[src/hdl/afl_consts.vh]
`ifndef AFL_CONSTS_VH
`define AFL_CONSTS_VH
// ----------------------------------------------------------------
// clock and timing
// ----------------------------------------------------------------
`define AFL_CLK_KHZ        50000
`define AFL_SW_FILT_US     1000
`define AFL_SW_FILT_CYC    ((`AFL_SW_FILT_US * `AFL_CLK_KHZ) / 1000)
// ----------------------------------------------------------------
// register byte offsets, and the PADDR[7:4] bases of the counter and capture words
// ----------------------------------------------------------------
`define AFL_REG_EN         8'h00
`define AFL_REG_POL        8'h04
`define AFL_REG_STATE      8'h08
`define AFL_REG_FILT       8'h0c
`define AFL_REG_ENCPOL     8'h10
`define AFL_REG_IDX        8'h14
`define AFL_REG_CNT_BASE   4'h2
`define AFL_REG_CAP_BASE   4'h3
// ----------------------------------------------------------------
// switch field layout (bit groups of four, one bit per axis)
// ----------------------------------------------------------------
`define AFL_SW_W           20
`define AFL_F_FWD          0
`define AFL_F_REV          4
`define AFL_F_HOME         8
`define AFL_F_FAULT        12
`define AFL_F_DONE         16
// ----------------------------------------------------------------
// filter register fields
// ----------------------------------------------------------------
`define AFL_FILT_BYPASS    0
`define AFL_FILT_ENC_LO    8
`define AFL_FILT_ENC_HI    11
// ----------------------------------------------------------------
// encoder polarity and index register fields
// ----------------------------------------------------------------
`define AFL_EP_A           0
`define AFL_EP_B           4
`define AFL_EP_I           8
`define AFL_IX_ARM         8
`define AFL_IX_CAP         12
// ----------------------------------------------------------------
// reset values
// ----------------------------------------------------------------
`define AFL_EN_RST         20'h00000
`define AFL_POL_RST        20'h00000
`define AFL_FILT_RST       4'h0
`define AFL_ENCPOL_RST     12'h000
`define AFL_IXPAT_RST      8'h00
`endif

[src/hdl/afl_axis_inputs.v]
// The APB register port and the register offsets were decided locally.
`include "afl_consts.vh"
module afl_axis_inputs #(
   parameter [15:0] SW_FILT_CYC = `AFL_SW_FILT_CYC
) (
   input  wire        MCLK,
   input  wire        RST,
   input  wire        PSEL,
   input  wire        PENABLE,
   input  wire        PWRITE,
   input  wire [7:0]  PADDR,
   input  wire [31:0] PWDATA,
   output reg  [31:0] PRDATA,
   output reg         PREADY,
   output reg         PSLVERR,
   input  wire [3:0]  FWD_LIM,
   input  wire [3:0]  REV_LIM,
   input  wire [3:0]  HOME_SW,
   input  wire [3:0]  DRV_FAULT,
   input  wire [3:0]  DRV_DONE,
   input  wire [3:0]  ENC_A,
   input  wire [3:0]  ENC_B,
   input  wire [3:0]  ENC_IDX,
   output reg  [3:0]  AXIS_HALT,
   output reg  [3:0]  FWD_BLOCK,
   output reg  [3:0]  REV_BLOCK,
   output reg  [3:0]  STEP_BLOCK,
   output reg  [3:0]  MOVE_DONE,
   output reg  [3:0]  IDX_FOUND
);

   // ----------------------------------------------------------------
   // address decode
   // ----------------------------------------------------------------
   function hit;
      input [7:0] addr;
      input [7:0] off;
      begin
         hit = (addr == off);
      end
   endfunction

   // ----------------------------------------------------------------
   // software state
   // ----------------------------------------------------------------
   reg  [`AFL_SW_W-1:0] en_q;
   reg  [`AFL_SW_W-1:0] pol_q;
   reg                  bypass_q;
   reg  [3:0]           enc_filt_q;
   reg  [11:0]          enc_pol_q;
   reg  [7:0]           ix_pat_q;
   reg  [3:0]           ix_arm_q;
   reg  [3:0]           ix_cap_q;
   reg  [31:0]          cnt_q [0:3];
   reg  [31:0]          cap_q [0:3];

   wire                 acc_start;
   wire                 wr_go;
   reg  [31:0]          rd_d;
   reg                  err_d;
   wire [3:0]           ix_hit;

   assign acc_start = PSEL & PENABLE & ~PREADY;
   assign wr_go     = PSEL & PENABLE & PREADY & PWRITE;

   // ----------------------------------------------------------------
   // write decode, one strobe per writable register
   // ----------------------------------------------------------------
   wire                 wr_en;
   wire                 wr_pol;
   wire                 wr_filt;
   wire                 wr_encpol;
   wire                 wr_idx;

   assign wr_en     = wr_go & hit(PADDR, `AFL_REG_EN);
   assign wr_pol    = wr_go & hit(PADDR, `AFL_REG_POL);
   assign wr_filt   = wr_go & hit(PADDR, `AFL_REG_FILT);
   assign wr_encpol = wr_go & hit(PADDR, `AFL_REG_ENCPOL);
   assign wr_idx    = wr_go & hit(PADDR, `AFL_REG_IDX);

   // ----------------------------------------------------------------
   // switch conditioning
   // ----------------------------------------------------------------
   wire [`AFL_SW_W-1:0] sw_raw;
   wire [`AFL_SW_W-1:0] sw_pol;
   reg  [`AFL_SW_W-1:0] sw_flt_q;
   wire [`AFL_SW_W-1:0] sw_act;
   wire [`AFL_SW_W-1:0] sw_live;
   reg  [`AFL_SW_W-1:0] sw_live_q;

   assign sw_raw = {DRV_DONE, DRV_FAULT, HOME_SW, REV_LIM, FWD_LIM};
   assign sw_pol = sw_raw ^ pol_q;

   genvar gi;
   generate
      for (gi = 0; gi < `AFL_SW_W; gi = gi + 1) begin : g_sw
         reg [15:0] db_q;
         // a 16-bit counter caps the window near 1.3 ms at 50 MHz
         // debounce: the level must hold for the full window to pass
         always @(posedge MCLK) begin
            if (RST) begin
               db_q           <= 16'h0000;
               sw_flt_q[gi]   <= 1'b0;
            end else if (sw_pol[gi] == sw_flt_q[gi]) begin
               db_q           <= 16'h0000;
            end else if (db_q == SW_FILT_CYC - 16'h0001) begin
               db_q           <= 16'h0000;
               sw_flt_q[gi]   <= sw_pol[gi];
            end else begin
               db_q           <= db_q + 16'h0001;
            end
         end
      end
   endgenerate

   assign sw_act  = bypass_q ? sw_pol : sw_flt_q;
   // disabled inputs drop out here but stay in the state register
   assign sw_live = sw_act & en_q;

   // ----------------------------------------------------------------
   // halt and block outputs
   // ----------------------------------------------------------------
   wire [3:0]           sw_rise;

   // halt is edge based, so a held limit does not halt forever
   assign sw_rise = (sw_live[3:0] & ~sw_live_q[3:0]) |
                    (sw_live[7:4] & ~sw_live_q[7:4]) |
                    (sw_live[11:8] & ~sw_live_q[11:8]);

   always @(posedge MCLK) begin
      if (RST) begin
         sw_live_q  <= {`AFL_SW_W{1'b0}};
         AXIS_HALT  <= 4'h0;
         FWD_BLOCK  <= 4'h0;
         REV_BLOCK  <= 4'h0;
         STEP_BLOCK <= 4'h0;
         MOVE_DONE  <= 4'h0;
      end else begin
         sw_live_q  <= sw_live;
         // one pulse per activation; a pulse shorter than the filter window halts only with bypass_q set
         AXIS_HALT  <= sw_rise;
         // level only: a released limit no longer blocks
         FWD_BLOCK  <= sw_live[`AFL_F_FWD+3:`AFL_F_FWD];
         REV_BLOCK  <= sw_live[`AFL_F_REV+3:`AFL_F_REV];
         STEP_BLOCK <= sw_live[`AFL_F_FAULT+3:`AFL_F_FAULT];
         MOVE_DONE  <= sw_live[`AFL_F_DONE+3:`AFL_F_DONE];
      end
   end

   // ----------------------------------------------------------------
   // encoder channels
   // ----------------------------------------------------------------
   wire [11:0] enc_raw;
   wire [11:0] enc_pol;
   reg  [11:0] enc_flt_q;

   assign enc_raw = {ENC_IDX, ENC_B, ENC_A};
   assign enc_pol = enc_raw ^ enc_pol_q;

   generate
      for (gi = 0; gi < 12; gi = gi + 1) begin : g_ef
         reg [3:0] ef_q;
         // long settings lower the usable count rate, keep them short
         always @(posedge MCLK) begin
            if (RST) begin
               ef_q          <= 4'h0;
               enc_flt_q[gi] <= 1'b0;
            end else if (enc_pol[gi] == enc_flt_q[gi]) begin
               ef_q          <= 4'h0;
            end else if (ef_q == enc_filt_q) begin
               ef_q          <= 4'h0;
               enc_flt_q[gi] <= enc_pol[gi];
            end else begin
               ef_q          <= ef_q + 4'h1;
            end
         end
      end
   endgenerate

   // ----------------------------------------------------------------
   // quadrature decode and index qualify
   // ----------------------------------------------------------------
   generate
      for (gi = 0; gi < 4; gi = gi + 1) begin : g_enc
         wire a;
         wire b;
         wire z;
         reg  a_q;
         reg  b_q;
         reg  z_q;
         wire step;
         wire up;

         assign a = enc_flt_q[`AFL_EP_A + gi];
         assign b = enc_flt_q[`AFL_EP_B + gi];
         assign z = enc_flt_q[`AFL_EP_I + gi];
         // both phases moving at once is illegal and not counted
         assign step = a ^ a_q ^ b ^ b_q;
         assign up   = a ^ b_q;
         assign ix_hit[gi] = z & ~z_q & ix_arm_q[gi] &
                             ({b, a} == ix_pat_q[2*gi+1:2*gi]);
         always @(posedge MCLK) begin
            if (RST) begin
               a_q        <= 1'b0;
               b_q        <= 1'b0;
               z_q        <= 1'b0;
               cnt_q[gi]  <= 32'h00000000;
               cap_q[gi]  <= 32'h00000000;
            end else begin
               a_q <= a;
               b_q <= b;
               z_q <= z;
               // one decision per clock keeps pace with 4 MHz edges
               if (step) begin
                  // natural 32-bit overflow gives the wrap
                  if (up) begin
                     cnt_q[gi] <= cnt_q[gi] + 32'h00000001;
                  end else begin
                     cnt_q[gi] <= cnt_q[gi] - 32'h00000001;
                  end
               end
               if (ix_hit[gi]) begin
                  cap_q[gi] <= cnt_q[gi];
               end
            end
         end
      end
   endgenerate

   // ----------------------------------------------------------------
   // index found flag
   // ----------------------------------------------------------------
   always @(posedge MCLK) begin
      if (RST) begin
         IDX_FOUND <= 4'h0;
      end else begin
         IDX_FOUND <= ix_hit;
      end
   end

   // ----------------------------------------------------------------
   // register writes
   // ----------------------------------------------------------------
   always @(posedge MCLK) begin
      if (RST) begin
         en_q       <= `AFL_EN_RST;
         pol_q      <= `AFL_POL_RST;
         bypass_q   <= 1'b0;
         enc_filt_q <= `AFL_FILT_RST;
         enc_pol_q  <= `AFL_ENCPOL_RST;
         ix_pat_q   <= `AFL_IXPAT_RST;
         ix_arm_q   <= 4'h0;
         ix_cap_q   <= 4'h0;
      end else begin
         if (wr_en) begin
            en_q <= PWDATA[`AFL_SW_W-1:0];
         end
         if (wr_pol) begin
            pol_q <= PWDATA[`AFL_SW_W-1:0];
         end
         if (wr_filt) begin
            bypass_q   <= PWDATA[`AFL_FILT_BYPASS];
            enc_filt_q <= PWDATA[`AFL_FILT_ENC_HI:`AFL_FILT_ENC_LO];
         end
         if (wr_encpol) begin
            enc_pol_q <= PWDATA[11:0];
         end
         if (wr_idx) begin
            ix_pat_q <= PWDATA[7:0];
         end
         // a capture disarms; a fresh arm written in that cycle wins
         ix_arm_q <= (ix_arm_q & ~ix_hit) |
                     (wr_idx ? PWDATA[`AFL_IX_ARM+3:`AFL_IX_ARM] :
                      4'h0);
         // write one clears; a new capture in that cycle wins
         ix_cap_q <= (wr_idx ?
                      (ix_cap_q & ~PWDATA[`AFL_IX_CAP+3:`AFL_IX_CAP]) :
                      ix_cap_q) | ix_hit;
      end
   end

   // ----------------------------------------------------------------
   // read-only guard
   // ----------------------------------------------------------------
   wire                 ro_hit;

   // counter, capture and state words are read-only
   assign ro_hit = (PADDR[7:4] == `AFL_REG_CNT_BASE) ||
                   (PADDR[7:4] == `AFL_REG_CAP_BASE) ||
                   hit(PADDR, `AFL_REG_STATE);

   // ----------------------------------------------------------------
   // register reads
   // ----------------------------------------------------------------
   always @* begin
      rd_d  = 32'h00000000;
      err_d = 1'b0;
      if (hit(PADDR, `AFL_REG_EN)) begin
         rd_d = {12'h000, en_q};
      end else if (hit(PADDR, `AFL_REG_POL)) begin
         rd_d = {12'h000, pol_q};
      end else if (hit(PADDR, `AFL_REG_STATE)) begin
         rd_d = {12'h000, sw_act};
      end else if (hit(PADDR, `AFL_REG_FILT)) begin
         rd_d = {20'h00000, enc_filt_q, 7'h00, bypass_q};
      end else if (hit(PADDR, `AFL_REG_ENCPOL)) begin
         rd_d = {20'h00000, enc_pol_q};
      end else if (hit(PADDR, `AFL_REG_IDX)) begin
         rd_d = {16'h0000, ix_cap_q, ix_arm_q, ix_pat_q};
      end else if (PADDR[7:4] == `AFL_REG_CNT_BASE &&
                   PADDR[1:0] == 2'b00) begin
         rd_d = cnt_q[PADDR[3:2]];
      end else if (PADDR[7:4] == `AFL_REG_CAP_BASE &&
                   PADDR[1:0] == 2'b00) begin
         rd_d = cap_q[PADDR[3:2]];
      end else begin
         err_d = 1'b1;
      end
      if (PWRITE && ro_hit) begin
         err_d = 1'b1;
      end
   end

   // ----------------------------------------------------------------
   // apb answer, one wait state so every output is registered
   // ----------------------------------------------------------------
   always @(posedge MCLK) begin
      if (RST) begin
         PREADY  <= 1'b0;
         PRDATA  <= 32'h00000000;
         PSLVERR <= 1'b0;
      end else begin
         PREADY  <= acc_start;
         if (acc_start) begin
            if (PWRITE) begin
               PRDATA  <= 32'h00000000;
            end else begin
               PRDATA  <= rd_d;
            end
            PSLVERR <= err_d;
         end else begin
            PSLVERR <= 1'b0;
         end
      end
   end

endmodule

[config.mk]
export PLATFORM = sky130hd
export DESIGN_NAME = afl_axis_inputs
export DESIGN_NICKNAME = d
export VERILOG_FILES = /design/src/hdl/afl_axis_inputs.v
export VERILOG_INCLUDE_DIRS = /design/src /design/src/hdl
export SDC_FILE = /design/constraint.sdc
export NUM_CORES = 2
export LEC_CHECK = 0
export BUFFER_PORTS_ARGS = -buffer_cell sky130_fd_sc_hd__buf_2
export CORE_UTILIZATION = 28
export DETAILED_ROUTE_END_ITERATION = 8
export PLACE_DENSITY_LB_ADDON = 0.12
export SLEW_MARGIN = 20
export SYNTH_ARGS = -nofsm -noshare
export SYNTH_HDL_FRONTEND = slang
export SYNTH_SLANG_ARGS = --single-unit
[constraint.sdc]
create_clock -name MCLK -period 6.1 [get_ports MCLK]
set_input_delay 1.22 -clock MCLK [delete_from_list [all_inputs] [get_ports MCLK]]
set_output_delay 1.22 -clock MCLK [all_outputs]
set_load 0.1 [all_outputs]
**Word-level counts from Yosys, hierarchy flattened**

Memories as Yosys holds them, arrays and structs flattened.
Index checks and enable logic that the tools add are counted.

- Add/sub/neg operators: 40
- Equal/unequal tests: 75
- Mux-type cells: 79
- Bitwise gates (word level): 104
- Reduce and logical (&&, ||, !) cells: 72

Operator list:

| kind | number |
|---|---|
| $mux 32 | 21 |
| $add 16x1->16 const B | 20 |
| $eq 16x16->1 const B | 20 |
| $add 32x1->32 const B | 4 |
| $sub 32x1->32 const B | 4 |
| $reduce_or 3->1 | 32 |
| $reduce_and 2->1 | 32 |
| $mux 1 | 55 |
| $add 4x1->4 const B | 12 |
| $eq 4x4->1 | 12 |
| $not 1->1 | 38 |
| $eq 1x1->1 | 32 |
| $and 1x1->1 | 21 |
| $and 20x20->20 | 1 |
| $and 4x4->4 | 5 |
| $mux 20 | 1 |
| $not 4->4 | 5 |
| $xor 20x20->20 | 1 |
| $eq 8x4->1 const B | 2 |
| $eq 8x5->1 const B | 2 |
| $or 4x4->4 | 4 |
| $xor 1x1->1 | 16 |
| $or 1x1->1 | 12 |
| $xor 12x12->12 | 1 |
| other kinds (9) | 17 |

- Flip-flop bits (word level): 555
- Bits in writable memories: 256
- Input port bits: 77
- Output and inout port bits: 58
- Word-level logic and storage cells: 466
- Memories kept: 2

Memories:

| name | words | width | rd ports | clocked after memory_dff | wr ports | RTL line | RTL |
|---|---|---|---|---|---|---|---|
| cap_q | 4 | 32 | 1 | 0 | 4 | afl_axis_inputs.v:55 | `reg [31:0] cap_q [0:3];` |
| cnt_q | 4 | 32 | 5 | 0 | 4 | afl_axis_inputs.v:54 | `reg [31:0] cnt_q [0:3];` |

**Logic depth before layout (Yosys ltp)**

- Depth in word-level cells: 11
- Mapped depth: 15
- Gate-level depth less buffers: 11

**Worst setup path after synthesis**

OpenSTA, ideal clock, no wires.

- Path kind: input to register
- Start point: input port RST
- End point: memory cnt_q[2][29], data pin
- Data arrival time: 5.444 ns
- Setup slack: 0.448 ns
- Stages: 15
- Buffers on the path: 6
- Cell sequence: clkbuf_1 -> clkbuf_1 -> or2_2 -> clkbuf_1 -> buf_1 -> nor2_1 -> ha_1 -> clkbuf_1 -> nand4_1 -> a2111oi_0 -> o21ai_1 -> and3_1 -> clkbuf_1 -> o221a_2 -> a2111oi_0

RTL lines:

| element | RTL line | RTL |
|---|---|---|
| start: declaration | afl_axis_inputs.v:7 | `input wire RST,` |
| end: declaration | afl_axis_inputs.v:54 |  |

==> impl_metrics.ini <==
[route]
drt_first_pass_iters = 5
wirelength_um = 123000
route.detailed.drc = 0
wl_per_cell_um = 19.31
viasPerCell = 4.946
initialDrtViolationCount = 2021
drtAntennaViolNets = 0
vias = 31500

[global_route]
grt-ovfl-total = 0
grt.total_usage = 0.1663
grt_pass1_wl_um = 189100
antenna_found_initial = 10
grt_pass1_vias = 29960
grt_max_degree = 93

[sta]
timing.final.crit_share = 0.8291
skew_ns = 0.04987
rsz0062_at_grt = false
setup-violations-final = 0
fin_crit_ns = 5.058
hold_viol_final = 0
tightest_slew_ns = 1.231
slew_violations = 0
whs_ns = 0.4389
max_freq_mhz = 197.7
timing.slew.headroom = 0.1773
fin_setup_tns_ns = 0

[yosys]
yosysSeqAreaShare = 0.4603
synth_compound_area_frac = 0.09483
synth-simple-area-share = 0.2299
synth_area_mm2 = 0.04049
yosysWarnings = 0
synthMuxAreaShare = 0.06427
synthXorXnorAreaFrac = 0.09734
synth_top_family_by_area = simple AND/OR/NAND/NOR gates
synth_cell_types = 82
async_flop_share = 0
ys_seq_elements = 803
synth_edf_count = 256
syn_nets = 4498
syn_area_per_cell_um2 = 9.304
synthCells = 4352
yosys_most_used_dff = dfxtp_1
yosys.area_share.adder = 0.02151

[cts]
ctsRootBufferMaster = clkbuf_16
cts_sinks = 803
cts_resized = 0
cts-buffers-inserted = 101
cts_max_level = 3
clock_latency_ns = 0.73
clk_path_buf_depth = 3
path_clk_slew_ns = 0.06
cts_setup_buffers = 0
cts_tree = built
holdBufCountCts = 0

[pwr]
clkPwrFrac = 0.437
combPwrFrac = 0.109
switching_share = 0.2855
p_per_area_mw_per_mm2 = 304.7
ir_worst_vdd_uv = 225.8
switching_power_uw = 4045
p_seq_frac = 0.454
p_int_uw = 10120
leakage_uw = 0.01657

[setup_path]
timing.rr.start = g_enc[2].a
arrival_ns = 5.52
cp_slowest_cell = o21ai_0
path_max_fanout = 15
critPathCaptureType = register
crit_chain = xor2_1 -> xnor2_1 -> or2_2 -> nor2_2 -> ha_1 -> a211oi_1 -> nor3_1 -> o21ai_0 -> a31oi_1 -> o41ai_1 -> mux2i_1
ff2ff_setup_slack_ns = 1.04
rr_endpoint = cnt_q[2][28]
startpoint = g_enc[2].a
slowest_delay_ns = 0.75
setup.worst_path.start_class = register
cp.required_ns = 6.57
cp_top_family = compound AO/OA/AOI/OAI gates
crit_buf_inv = 0
r2r_cells = 11
crit_type = reg2reg

[floorplan]
die_w_um = 382.3
io_pins = 135
die_h_um = 382.3
coreArea_mm2 = 0.1435
die_area_mm2 = 0.1461
initial_utilization = 0.2822
rows = 139

[min_path]
hold_depth = 1
min_from = g_sw[6].db_q[0]
hold_class = reg2reg
min_delay_worst_endpoint = g_sw[6].db_q[0]

[layout]
num-nets-final = 4522
seqCellArea_mm2 = 0.01864
multi_input_area_mm2 = 0.02065
fin_area_mm2 = 0.04649
n_fill_cell = 14900
synthToLayoutAreaGrowth_pct = 14.83
drive_gt1_frac = 0.1024

[run]
drv_cap = 0

[placement]
finalWeightedCongestion = 0.8184
dpl.hpwl_um = 85620
io_buffers = 122
place_area_mm2 = 0.04300

[run_status]
status = completed
==> cells in the final DEF, fill, tap and decap left out, drive strengths merged, types with 38 or more instances in the layout <==
cell type	netlist	layout
nor3	138	138
ha	68	68
mux2i	110	110
clkbuf	218	142
nor4	63	63
nand3	154	154
or3	74	74
xor2	275	275
a21oi	215	215
and3	97	97
nand2	353	353
xnor2	175	175
and2	131	131
nand4	85	85
mux4	64	64
dfxtp	547	547
inv	74	74
edfxtp	256	256
o21ai	126	126
nor2	652	652
buf	35	175
clkinv	0	38
==> logic make-up (layout without fill, tap and decap cells) <==
| family | after synthesis | count (layout) |
|---|---|---|
| multiplexers | 179 | 179 |
| AO/OA/AOI/OAI | 610 | 610 |
| flip-flops | 803 | 803 |
| XOR/XNOR | 450 | 450 |
| buffers and inverters | 328 | 439 |
| other | 0 | 3 |
| adder cells (fa/ha/maj) | 69 | 69 |
| AND/OR/NAND/NOR | 1913 | 1913 |
==> power by group through the flow <==
| stage | logic, uW | clock network (uW) | registers (uW) |
|---|---|---|---|
| 2_1_floorplan | 1260 | 0 | 6140 |
| 3_3_place_gp | 1530 | 0 | 6560 |
| 3_5_place_dp | 1530 | 0 | 6560 |
| 4_1_cts | 1540 | 6400 | 6450 |
| 5_1_grt | 1710 | 6610 | 6490 |
| 6_report | 1540 | 6200 | 6430 |
==> state kept, by name, summed over array words and instances, names as in the netlist, 6 cells and up <==
signal,flops
g_sw.db_q,320
cap_q,128
cnt_q,128
g_ef.ef_q,48
PRDATA,32
en_q,20
pol_q,20
sw_flt_q,20
enc_pol_q,12
ix_pat_q,8
sw_live_q,6
==> cell usage after synthesis, drive strengths merged (110+ instances only) <==
cell | count | area (um2)
clkbuf | 218 | 818.3
nor3 | 138 | 690.7
xor2 | 275 | 2409
mux2i | 110 | 1101
nand2 | 353 | 1325
dfxtp | 547 | 10950
edfxtp | 256 | 7687
nor2 | 652 | 2447
o21ai | 126 | 630.6
a21oi | 215 | 1076
xnor2 | 175 | 1533
nand3 | 154 | 770.7
and2 | 131 | 819.5
==> stage by stage <==
step | power [uW] | worst slack [ns] | utilization | cells
2_1_floorplan | 7394 | 0.4485 | - | 4352
4_1_cts | 14390 | 1.086 | 0.3240 | 6366
5_1_grt | 14800 | 0.6374 | 0.3240 | 6366
3_3_place_gp | 8097 | 0.9471 | 0.2996 | 6175
6_report | 14170 | 1.042 | 0.3240 | 6369
3_5_place_dp | 8093 | 0.9400 | 0.2997 | 6176
==> cell type report <==
cell class,count,share of cell area
Clock inverter,48,0.01289
Antenna cell,3,0.0001615
Timing Repair Buffer,175,0.02269
Clock buffer,142,0.06200
Tap cell,1903,0.05121
Inverter,74,0.005974
Sequential cell,803,0.4009
Multi-Input combinational cell,3221,0.4442
==> worst max path at each step <==
stage	end	slack, ns	cells past startpoint
after global placement	cnt_q[2][28]	0.95	10
after detailed placement	cnt_q[2][28]	0.94	10
final	cnt_q[2][28]	1.04	11
after floorplan	cnt_q[2][29]	0.45	15
after CTS	cnt_q[2][28]	1.09	11
after global routing	cnt_q[2][28]	0.64	11
==> metal layers <==
| layer | global-route usage | routed length (um) |
|---|---|---|
| met1 | 0.2368 | 60050 |
| met4 | 0.04356 | 2879 |
| met5 | 0 | 33 |
| met3 | 0.02609 | 5043 |
| met2 | 0.2597 | 55000 |
(Power assumes the default switching activity.)
